===== config.mk =====
export PLATFORM = sky130hd
export DESIGN_NAME = pfp_fault_ctrl
export DESIGN_NICKNAME = d
export VERILOG_FILES = /design/src/hdl/pfp_pkg.sv /design/src/hdl/pfp_debounce.sv /design/src/hdl/pfp_fault_ctrl.sv
export SDC_FILE = /design/constraint.sdc
export NUM_CORES = 1
export LEC_CHECK = 0
export BUFFER_PORTS_ARGS = -buffer_cell sky130_fd_sc_hd__clkbuf_2
export CAP_MARGIN = 30
export CORE_AREA = 5 5 137 139
export CTS_CLUSTER_SIZE = 25
export DETAILED_ROUTE_END_ITERATION = 8
export DIE_AREA = 0 0 142 144
export MAX_ROUTING_LAYER = met4
export PLACE_DENSITY = 0.77
export SYNTH_ARGS = -nofsm -noshare
export SYNTH_HDL_FRONTEND = slang
export SYNTH_SLANG_ARGS = --single-unit

===== constraint.sdc =====
create_clock -name clk -period 9.5 [get_ports clk]
set_clock_uncertainty 0.15 [all_clocks]
set_input_delay 0.475 -clock clk [delete_from_list [all_inputs] [get_ports clk]]
set_output_delay 0.475 -clock clk [all_outputs]
set_load 0.05 [all_outputs]

===== src/hdl/pfp_pkg.sv =====
// Purpose: Constants for the port fault protection logic
// Assumes: 20 MHz system clock
// Notes: Times kept in their own units, cycle counts derived
package pfp_pkg;
  localparam int CLK_HZ = 20000000;
  localparam int CLK_NS = 1000000000 / CLK_HZ;
  // Debounce and retry times
  localparam int SHORT_DEBOUNCE_US = 250;
  localparam int OVERVOLTAGE_DEBOUNCE_MS = 1;
  localparam int OVERCURRENT_DEBOUNCE_MS = 50;
  localparam int THERMAL_DEBOUNCE_US = 100;
  localparam int SHIELD_DEBOUNCE_US = 4;
  localparam int SHIELD_GATE_DELAY_US = 4;
  localparam int RETRY_INTERVAL_S = 2;
  // Derived cycle counts
  localparam int SHORT_CYC = SHORT_DEBOUNCE_US * 1000 / CLK_NS;
  localparam int OV_CYC = OVERVOLTAGE_DEBOUNCE_MS * 1000000 / CLK_NS;
  localparam int OC_CYC = OVERCURRENT_DEBOUNCE_MS * 1000 * (CLK_HZ / 1000000);
  localparam int THERM_CYC = THERMAL_DEBOUNCE_US * 1000 / CLK_NS;
  localparam int SHIELD_CYC = SHIELD_DEBOUNCE_US * 1000 / CLK_NS;
  localparam int GATE_CYC = SHIELD_GATE_DELAY_US * 1000 / CLK_NS;
  localparam int RETRY_CYC = RETRY_INTERVAL_S * CLK_HZ;
  localparam int CNT_W = 26;
endpackage


===== src/hdl/pfp_debounce.sv =====
// Purpose: Continuous-assertion debounce of one indication
// Assumes: Input already synchronised to clk
// Notes: Done asserts once input held for LIMIT cycles
`timescale 1ns/1ps
module pfp_debounce #(
  parameter int LIMIT = 16,
  parameter int W = 26
) (
  // Clock and reset
  input wire logic clk,
  input wire logic rst,
  // Indication in, debounced level out
  input wire logic level,
  output logic done
);
  logic [W-1:0] cnt_ff;
  logic [W-1:0] nxt_cnt;
  localparam logic [W-1:0] LIM = W'(LIMIT);
  always_comb begin
    if (!level) begin
      nxt_cnt = '0;
    end else if (cnt_ff < LIM) begin
      nxt_cnt = cnt_ff + W'(1);
    end else begin
      nxt_cnt = cnt_ff;
    end
  end
  always_ff @(posedge clk or posedge rst) begin
    if (rst) begin
      cnt_ff <= '0;
    end else begin
      cnt_ff <= nxt_cnt;
    end
  end
  assign done = (cnt_ff >= LIM);
endmodule // pfp_debounce


===== src/hdl/pfp_fault_ctrl.sv =====
// Purpose: Fault detection and retry control for a port power switch
// Assumes: Comparator inputs asynchronous; attach detect is an input
// Notes: One clock, asynchronous active-high reset
//
// Functional notes
// Short to ground held over 250us opens the power switch
// Retry reclose every 2 s while short persists
// Switch restored 2 s after short removed; code restores at the end of the running 2 s retry wait instead
// Overvoltage held over 1 ms opens the power switch
// Retry every 2 s while overvoltage persists
// Shield comparator assertion is a shield fault event
// After 4us shield debounce, ground FET gate driven low
// Shield fault: reset attach, wait 4us, then gate low
// Ground FET back on only after shield input clears
// Shield clear: gate on now, attach held off 2 s more
// Forward overcurrent held 50 ms opens the switch
// After either current fault, wait 2 s before enabling
// Overtemperature held over 100us shuts down
// Leave thermal shutdown after 100us below low threshold
// Faults reset attach machine then 2 s retry wait
// Switch closes only with valid Rd on a channel
// Otherwise switch opens only on channel detach
// Debounce counters restart when indication drops early
// Counters run on the free clock, wide enough for 2 s
`timescale 1ns/1ps
module pfp_fault_ctrl
  import pfp_pkg::*;
#(
  parameter int SHORT_LIMIT = SHORT_CYC,
  parameter int OV_LIMIT = OV_CYC,
  parameter int OC_LIMIT = OC_CYC,
  parameter int THERM_LIMIT = THERM_CYC,
  parameter int SHIELD_LIMIT = SHIELD_CYC,
  parameter int GATE_LIMIT = GATE_CYC,
  parameter int RETRY_LIMIT = RETRY_CYC
) (
  // Clock and reset
  input wire logic clk,
  input wire logic rst,
  // Comparator indications
  input wire logic short_det,
  input wire logic overvoltage_det,
  input wire logic overcurrent_det,
  input wire logic overtemp_det,
  input wire logic temp_low_det,
  input wire logic shield_det,
  // Attach detection on each configuration channel
  input wire logic config_channel_a_rd,
  input wire logic config_channel_b_rd,
  // Outputs
  output logic switched_port_power,
  output logic ground_fet_gate,
  output logic attach_reset,
  output logic thermal_shutdown,
  output logic retry_active
);
  typedef enum logic [2:0] {
    ST_DETACHED, ST_ATTACHED, ST_GATE_WAIT, ST_SHIELD_OFF, ST_FAULT_OFF, ST_RETRY
  } pfp_state_e;

  localparam int SYNC_N = 6;
  logic [SYNC_N-1:0] s1_ff, s2_ff, s3_ff, lvl_ff;
  logic [SYNC_N-1:0] nxt_lvl;
  logic [SYNC_N-1:0] raw;
  assign raw = {config_channel_b_rd, config_channel_a_rd, shield_det,
                overcurrent_det, overvoltage_det, short_det};

  // Three-stage sync; change taken when stages two and three agree
  always_comb begin
    for (int i = 0; i < SYNC_N; i++) begin
      nxt_lvl[i] = (s2_ff[i] == s3_ff[i]) ? s3_ff[i] : lvl_ff[i];
    end
  end
  always_ff @(posedge clk or posedge rst) begin
    if (rst) begin
      s1_ff <= '0;
      s2_ff <= '0;
      s3_ff <= '0;
      lvl_ff <= '0;
    end else begin
      s1_ff <= raw;
      s2_ff <= s1_ff;
      s3_ff <= s2_ff;
      lvl_ff <= nxt_lvl;
    end
  end

  logic t1_ff, t2_ff, t3_ff, thi_ff, tlo1_ff, tlo2_ff, tlo3_ff, tlo_ff;
  logic nxt_thi, nxt_tlo;
  always_comb begin
    nxt_thi = (t2_ff == t3_ff) ? t3_ff : thi_ff;
    nxt_tlo = (tlo2_ff == tlo3_ff) ? tlo3_ff : tlo_ff;
  end
  always_ff @(posedge clk or posedge rst) begin
    if (rst) begin
      {t1_ff, t2_ff, t3_ff, thi_ff} <= '0;
      {tlo1_ff, tlo2_ff, tlo3_ff, tlo_ff} <= '0;
    end else begin
      {t1_ff, t2_ff, t3_ff, thi_ff} <= {overtemp_det, t1_ff, t2_ff, nxt_thi};
      {tlo1_ff, tlo2_ff, tlo3_ff, tlo_ff} <= {temp_low_det, tlo1_ff, tlo2_ff, nxt_tlo};
    end
  end

  logic short_hit, ov_hit, oc_hit, hot_hit, cool_hit, shield_hit;
  pfp_debounce #(.LIMIT(SHORT_LIMIT), .W(CNT_W)) u_short (
    .clk(clk), .rst(rst), .level(lvl_ff[0]), .done(short_hit));
  pfp_debounce #(.LIMIT(OV_LIMIT), .W(CNT_W)) u_ov (
    .clk(clk), .rst(rst), .level(lvl_ff[1]), .done(ov_hit));
  pfp_debounce #(.LIMIT(OC_LIMIT), .W(CNT_W)) u_oc (
    .clk(clk), .rst(rst), .level(lvl_ff[2]), .done(oc_hit));
  pfp_debounce #(.LIMIT(SHIELD_LIMIT), .W(CNT_W)) u_shield (
    .clk(clk), .rst(rst), .level(lvl_ff[3]), .done(shield_hit));
  pfp_debounce #(.LIMIT(THERM_LIMIT), .W(CNT_W)) u_hot (
    .clk(clk), .rst(rst), .level(thi_ff), .done(hot_hit));
  pfp_debounce #(.LIMIT(THERM_LIMIT), .W(CNT_W)) u_cool (
    .clk(clk), .rst(rst), .level(tlo_ff), .done(cool_hit));

  // Thermal shutdown latch
  logic therm_ff, nxt_therm;
  always_comb begin
    nxt_therm = therm_ff;
    if (hot_hit) begin
      nxt_therm = 1'b1;
    end else if (therm_ff && cool_hit) begin
      nxt_therm = 1'b0;
    end
  end

  logic rd_valid, power_fault, fault_present;
  assign rd_valid = lvl_ff[4] | lvl_ff[5];
  assign power_fault = short_hit | ov_hit | oc_hit | hot_hit | therm_ff;
  assign fault_present = lvl_ff[0] | lvl_ff[1] | lvl_ff[2] | therm_ff;

  pfp_state_e st_ff, nxt_st;
  logic [CNT_W-1:0] tmr_ff, nxt_tmr;
  localparam logic [CNT_W-1:0] RETRY_END = CNT_W'(RETRY_LIMIT - 1);
  localparam logic [CNT_W-1:0] GATE_END = CNT_W'(GATE_LIMIT - 1);

  always_comb begin
    nxt_st = st_ff;
    nxt_tmr = tmr_ff + CNT_W'(1);
    unique case (st_ff)
      ST_DETACHED: begin
        nxt_tmr = '0;
        if (shield_hit) begin
          nxt_st = ST_GATE_WAIT;
        end else if (power_fault) begin
          nxt_st = ST_FAULT_OFF;
        end else if (rd_valid) begin
          nxt_st = ST_ATTACHED;
        end
      end
      ST_ATTACHED: begin
        nxt_tmr = '0;
        if (shield_hit) begin
          nxt_st = ST_GATE_WAIT;
        end else if (power_fault) begin
          nxt_st = ST_FAULT_OFF;
        end else if (!rd_valid) begin
          nxt_st = ST_DETACHED;
        end
      end
      ST_GATE_WAIT: begin
        if (tmr_ff >= GATE_END) begin
          nxt_st = ST_SHIELD_OFF;
          nxt_tmr = '0;
        end
      end
      ST_SHIELD_OFF: begin
        nxt_tmr = '0;
        if (!lvl_ff[3]) begin
          nxt_st = ST_RETRY;
        end
      end
      ST_FAULT_OFF: begin
        // Retry wait, then attempt reclose
        if (shield_hit) begin
          nxt_st = ST_GATE_WAIT;
          nxt_tmr = '0;
        end else if (tmr_ff >= RETRY_END) begin
          nxt_tmr = '0;
          nxt_st = fault_present ? ST_FAULT_OFF : ST_DETACHED;
        end
      end
      ST_RETRY: begin
        if (shield_hit) begin
          nxt_st = ST_GATE_WAIT;
          nxt_tmr = '0;
        end else if (fault_present) begin
          nxt_st = ST_FAULT_OFF;
          nxt_tmr = '0;
        end else if (tmr_ff >= RETRY_END) begin
          nxt_st = ST_DETACHED;
          nxt_tmr = '0;
        end
      end
    endcase
  end

  always_ff @(posedge clk or posedge rst) begin
    if (rst) begin
      st_ff <= ST_DETACHED;
      tmr_ff <= '0;
      therm_ff <= 1'b0;
    end else begin
      st_ff <= nxt_st;
      tmr_ff <= nxt_tmr;
      therm_ff <= nxt_therm;
    end
  end

  // Registered outputs
  logic pwr_ff, gate_ff, arst_ff, retry_ff;
  logic nxt_pwr, nxt_gate, nxt_arst, nxt_retry;
  always_comb begin
    nxt_pwr = (nxt_st == ST_ATTACHED);
    nxt_gate = (nxt_st != ST_SHIELD_OFF);
    nxt_arst = (nxt_st != ST_ATTACHED) && (nxt_st != ST_DETACHED);
    nxt_retry = (nxt_st == ST_FAULT_OFF) || (nxt_st == ST_RETRY);
  end
  always_ff @(posedge clk or posedge rst) begin
    if (rst) begin
      pwr_ff <= 1'b0;
      gate_ff <= 1'b1;
      arst_ff <= 1'b0;
      retry_ff <= 1'b0;
    end else begin
      pwr_ff <= nxt_pwr;
      gate_ff <= nxt_gate;
      arst_ff <= nxt_arst;
      retry_ff <= nxt_retry;
    end
  end
  assign switched_port_power = pwr_ff;
  assign ground_fet_gate = gate_ff;
  assign attach_reset = arst_ff;
  assign thermal_shutdown = therm_ff;
  assign retry_active = retry_ff;
endmodule // pfp_fault_ctrl


==> reports/metrics.cfg <==
[sta]
setup_viol=0
period_share_pct=29.6
hold_viol=0
slew_headroom_pct=34.0
slew_viol_final=0
max_freq_mhz=356
worst_pin_slew_ns=0.990
tns_ns=0
period_minus_slack_ns=2.81
final.setup.worst_slack_ns=6.69
rsz0062_at_grt=no

[cts]
cts-root-buf=clkbuf_16
cts_max_level=1
cts_resized=0
hold_buffers=8
cts_tree=yes
clock_latency_ns=0.51
numCtsBuffers=24
cts_max_path_buffers=3
cts.sinks=222
clk_pin_slew_ns=0.06
post_cts_buffers=0

[drt]
via_per_inst=5.26
dr.pass1.iters=5
drc=0
wirelength_um=15900
initialDrtViolationCount=346
drtAntennaViolNets=0
vias=5811
routedWlPerCell_um=14.4

[critical_path]
arrival_ns=3.00
cp_cell_sequence=or4_1, nor2_1, nand2_1, and3_2, o21ai_2, o31a_1, nor2_1
required_ns=9.69
crit_path_top_delay_cell=o31a_1
cp_common_cell=nor2_1
crit_family=simple AND/OR/NAND/NOR gates
crit_type=register to register
r2r-end=tmr_ff[24]
r2r_start=tmr_ff[15]
slowest_delay_ns=0.80
reg2regPathDepth=7
crit_path_start_kind=register
reg2reg_slack_ns=6.69
critPathBufInv=0
worstSetupEndpointType=register
cp_max_fo=26

[power]
power.density_nw_per_um2=199
p_clk_share_pct=49.9
power_switching_w=0.000441
power_frac_comb_pct=3.4
pwr-share-seq_pct=46.7
p_leak_nw=5.01
power.share.switching_pct=20.6
vdd_drop_max_uv=145
internal_power_w=0.00170

[grt]
gr-max-usage-layer=met2
grt_max_degree=137
gr-usage-met2_pct=26.6
grt_pass1_wl_um=27900
grt.total_usage_pct=16.8
met1_usage_pct=22.8
antenna_found_initial=0
grt_use_met3_pct=2.81
overflow=0
grt_pass1_vias=5930

[worst_hold_path]
hold_depth=0
hold_path_end=t2_ff
min_from=t1_ff
hp-class=register to register

[placement]
dp_slack_ns=6.70
routabilityCongestion=0.796
io_buffers=14
placed_cell_area_um2=9690
place_hpwl_um=9670

[floorplanning]
die_w_um=142
die_y_um=144
io_pins=15
core-area_um2=17500
rows=49
dieArea_um2=20400
initial_utilization_pct=53.6

[job]
max-cap-violations=0

[cells_and_area]
drive_gt1_share_pct=9.03
diodes=0
post-route-cell-area_um2=10700
finalNetCount=880
area_growth_pct=14.3
fin_util_pct=61.3

[logic_synthesis]
synth_seq_area_share_pct=59.1
synthArstFlopShare_pct=100
synth-edff-count=0
synth.distinct_cells=56
ys_seq_elements=222
syn_area_um2=9400
synthFlopType=dfrtp_1
synthCells=828
synth_nets=851
synth.avg_cell_area_um2=11.4
yosysWarnings=0

[outcome]
status=finished clean

[metal layers]
metal / vias up / share of wire (%)
met1: 2836 / 47
met4: 0 / 2.1
met2: 82 / 48
li1: 2864 / -
met5: - / 0
met3: 29 / 3.6
[cell usage after synthesis (4+ instances only)]
cell type | count | area (um^2)
and4_1 | 10 | 87.6
clkbuf_1 | 19 | 71.3
a21oi_1 | 4 | 20.0
nor2b_1 | 5 | 31.3
dfrtp_1 | 221 | 5530
nor2_1 | 58 | 218
a21boi_0 | 10 | 75.1
nor4_1 | 20 | 125
inv_1 | 20 | 75.1
nand3_1 | 33 | 165
and2_1 | 137 | 857
maj3_1 | 8 | 80.1
xor2_1 | 22 | 193
xnor2_1 | 58 | 508
ha_1 | 13 | 163
or3_1 | 9 | 56.3
nor3_1 | 11 | 55.1
o21ai_0 | 22 | 110
or4_1 | 4 | 30.0
nand4_1 | 28 | 175
nand2_1 | 52 | 195
and3_1 | 15 | 93.8
[cell type report]
type	count	area, um^2
fillers	1399	6790
flip-flops and latches	222	5560
multi-input cells	563	3660
clock buffers	31	688
well taps	229	287
clock inverters	13	246
repair buffers	26	223
inverters	20	82.6
[logic make-up after synthesis]
group	after synthesis	synth area share, %
adder cells (fa/ha/maj)	21	2.58
AND/OR/NAND/NOR	400	24.3
multiplexers	2	0.213
XOR/XNOR	80	7.45
flip-flops	222	59.1
AO/OA/AOI/OAI	60	4.43
buffers and inverters	43	1.96
[stage by stage]
step	total power [W]	hold WS (ns)	std cells
2_1_floorplan	0.00106	0.181	828
6_report	0.00214	0.197	1104
4_1_cts	0.00217	0.0567	1102
5_1_grt	0.00222	0.205	1104
3_3_place_gp	0.00108	0.183	1049
3_5_place_dp	0.00109	0.186	1050
[power groups by stage]
stage	Combinational [W]	Sequential (W)	Clock, W
2_1_floorplan	0.0000645	0.000999	0
3_3_place_gp	0.0000676	0.00102	0
3_5_place_dp	0.0000711	0.00102	0
4_1_cts	0.0000743	0.000999	0.00109
5_1_grt	0.0000867	0.00100	0.00113
6_report	0.0000735	0.000999	0.00107
[how the worst max path moves through the flow]
stage                                from                   to  slack, ns  cells after the start
after floorplan                       rst         attach_reset       2.80                      1
after CTS                 u_ov.cnt_ff[22]  switched_port_power       6.68                      7
after global routing            tmr_ff[0]           tmr_ff[24]       6.49                      8
after detailed placement       tmr_ff[16]           tmr_ff[24]       6.70                      7
final                          tmr_ff[15]           tmr_ff[24]       6.69                      7
after global placement         tmr_ff[16]            tmr_ff[7]       6.84                      7
[sequential cells by signal, summed over array words and instances (netlist names), 3 cells and up]
register	flops
lvl_ff	6
s1_ff	6
s2_ff	6
s3_ff	6
st_ff	3
tmr_ff	26
u_cool.cnt_ff	26
u_hot.cnt_ff	26
u_oc.cnt_ff	26
u_ov.cnt_ff	26
u_shield.cnt_ff	26
u_short.cnt_ff	26
[placed cells by master (no fill, tap or decap), drive strengths merged, types with 4 or more instances in the layout]
| cell | count |
|---|---|
| maj3 | 8 |
| nor3 | 12 |
| nand3 | 33 |
| o21ai | 23 |
| nand2 | 52 |
| ha | 13 |
| bufinv | 7 |
| a21boi | 11 |
| nor4 | 23 |
| xnor2 | 58 |
| clkinv | 5 |
| nor2b | 5 |
| and4 | 10 |
| and2 | 137 |
| inv | 20 |
| nor2 | 60 |
| clkbuf | 45 |
| and3 | 19 |
| dlygate4sd3 | 9 |
| or4 | 4 |
| or3 | 9 |
| xor2 | 22 |
| a21oi | 4 |
| dfrtp | 221 |
| nand4 | 28 |
(Power assumes the default switching activity.)
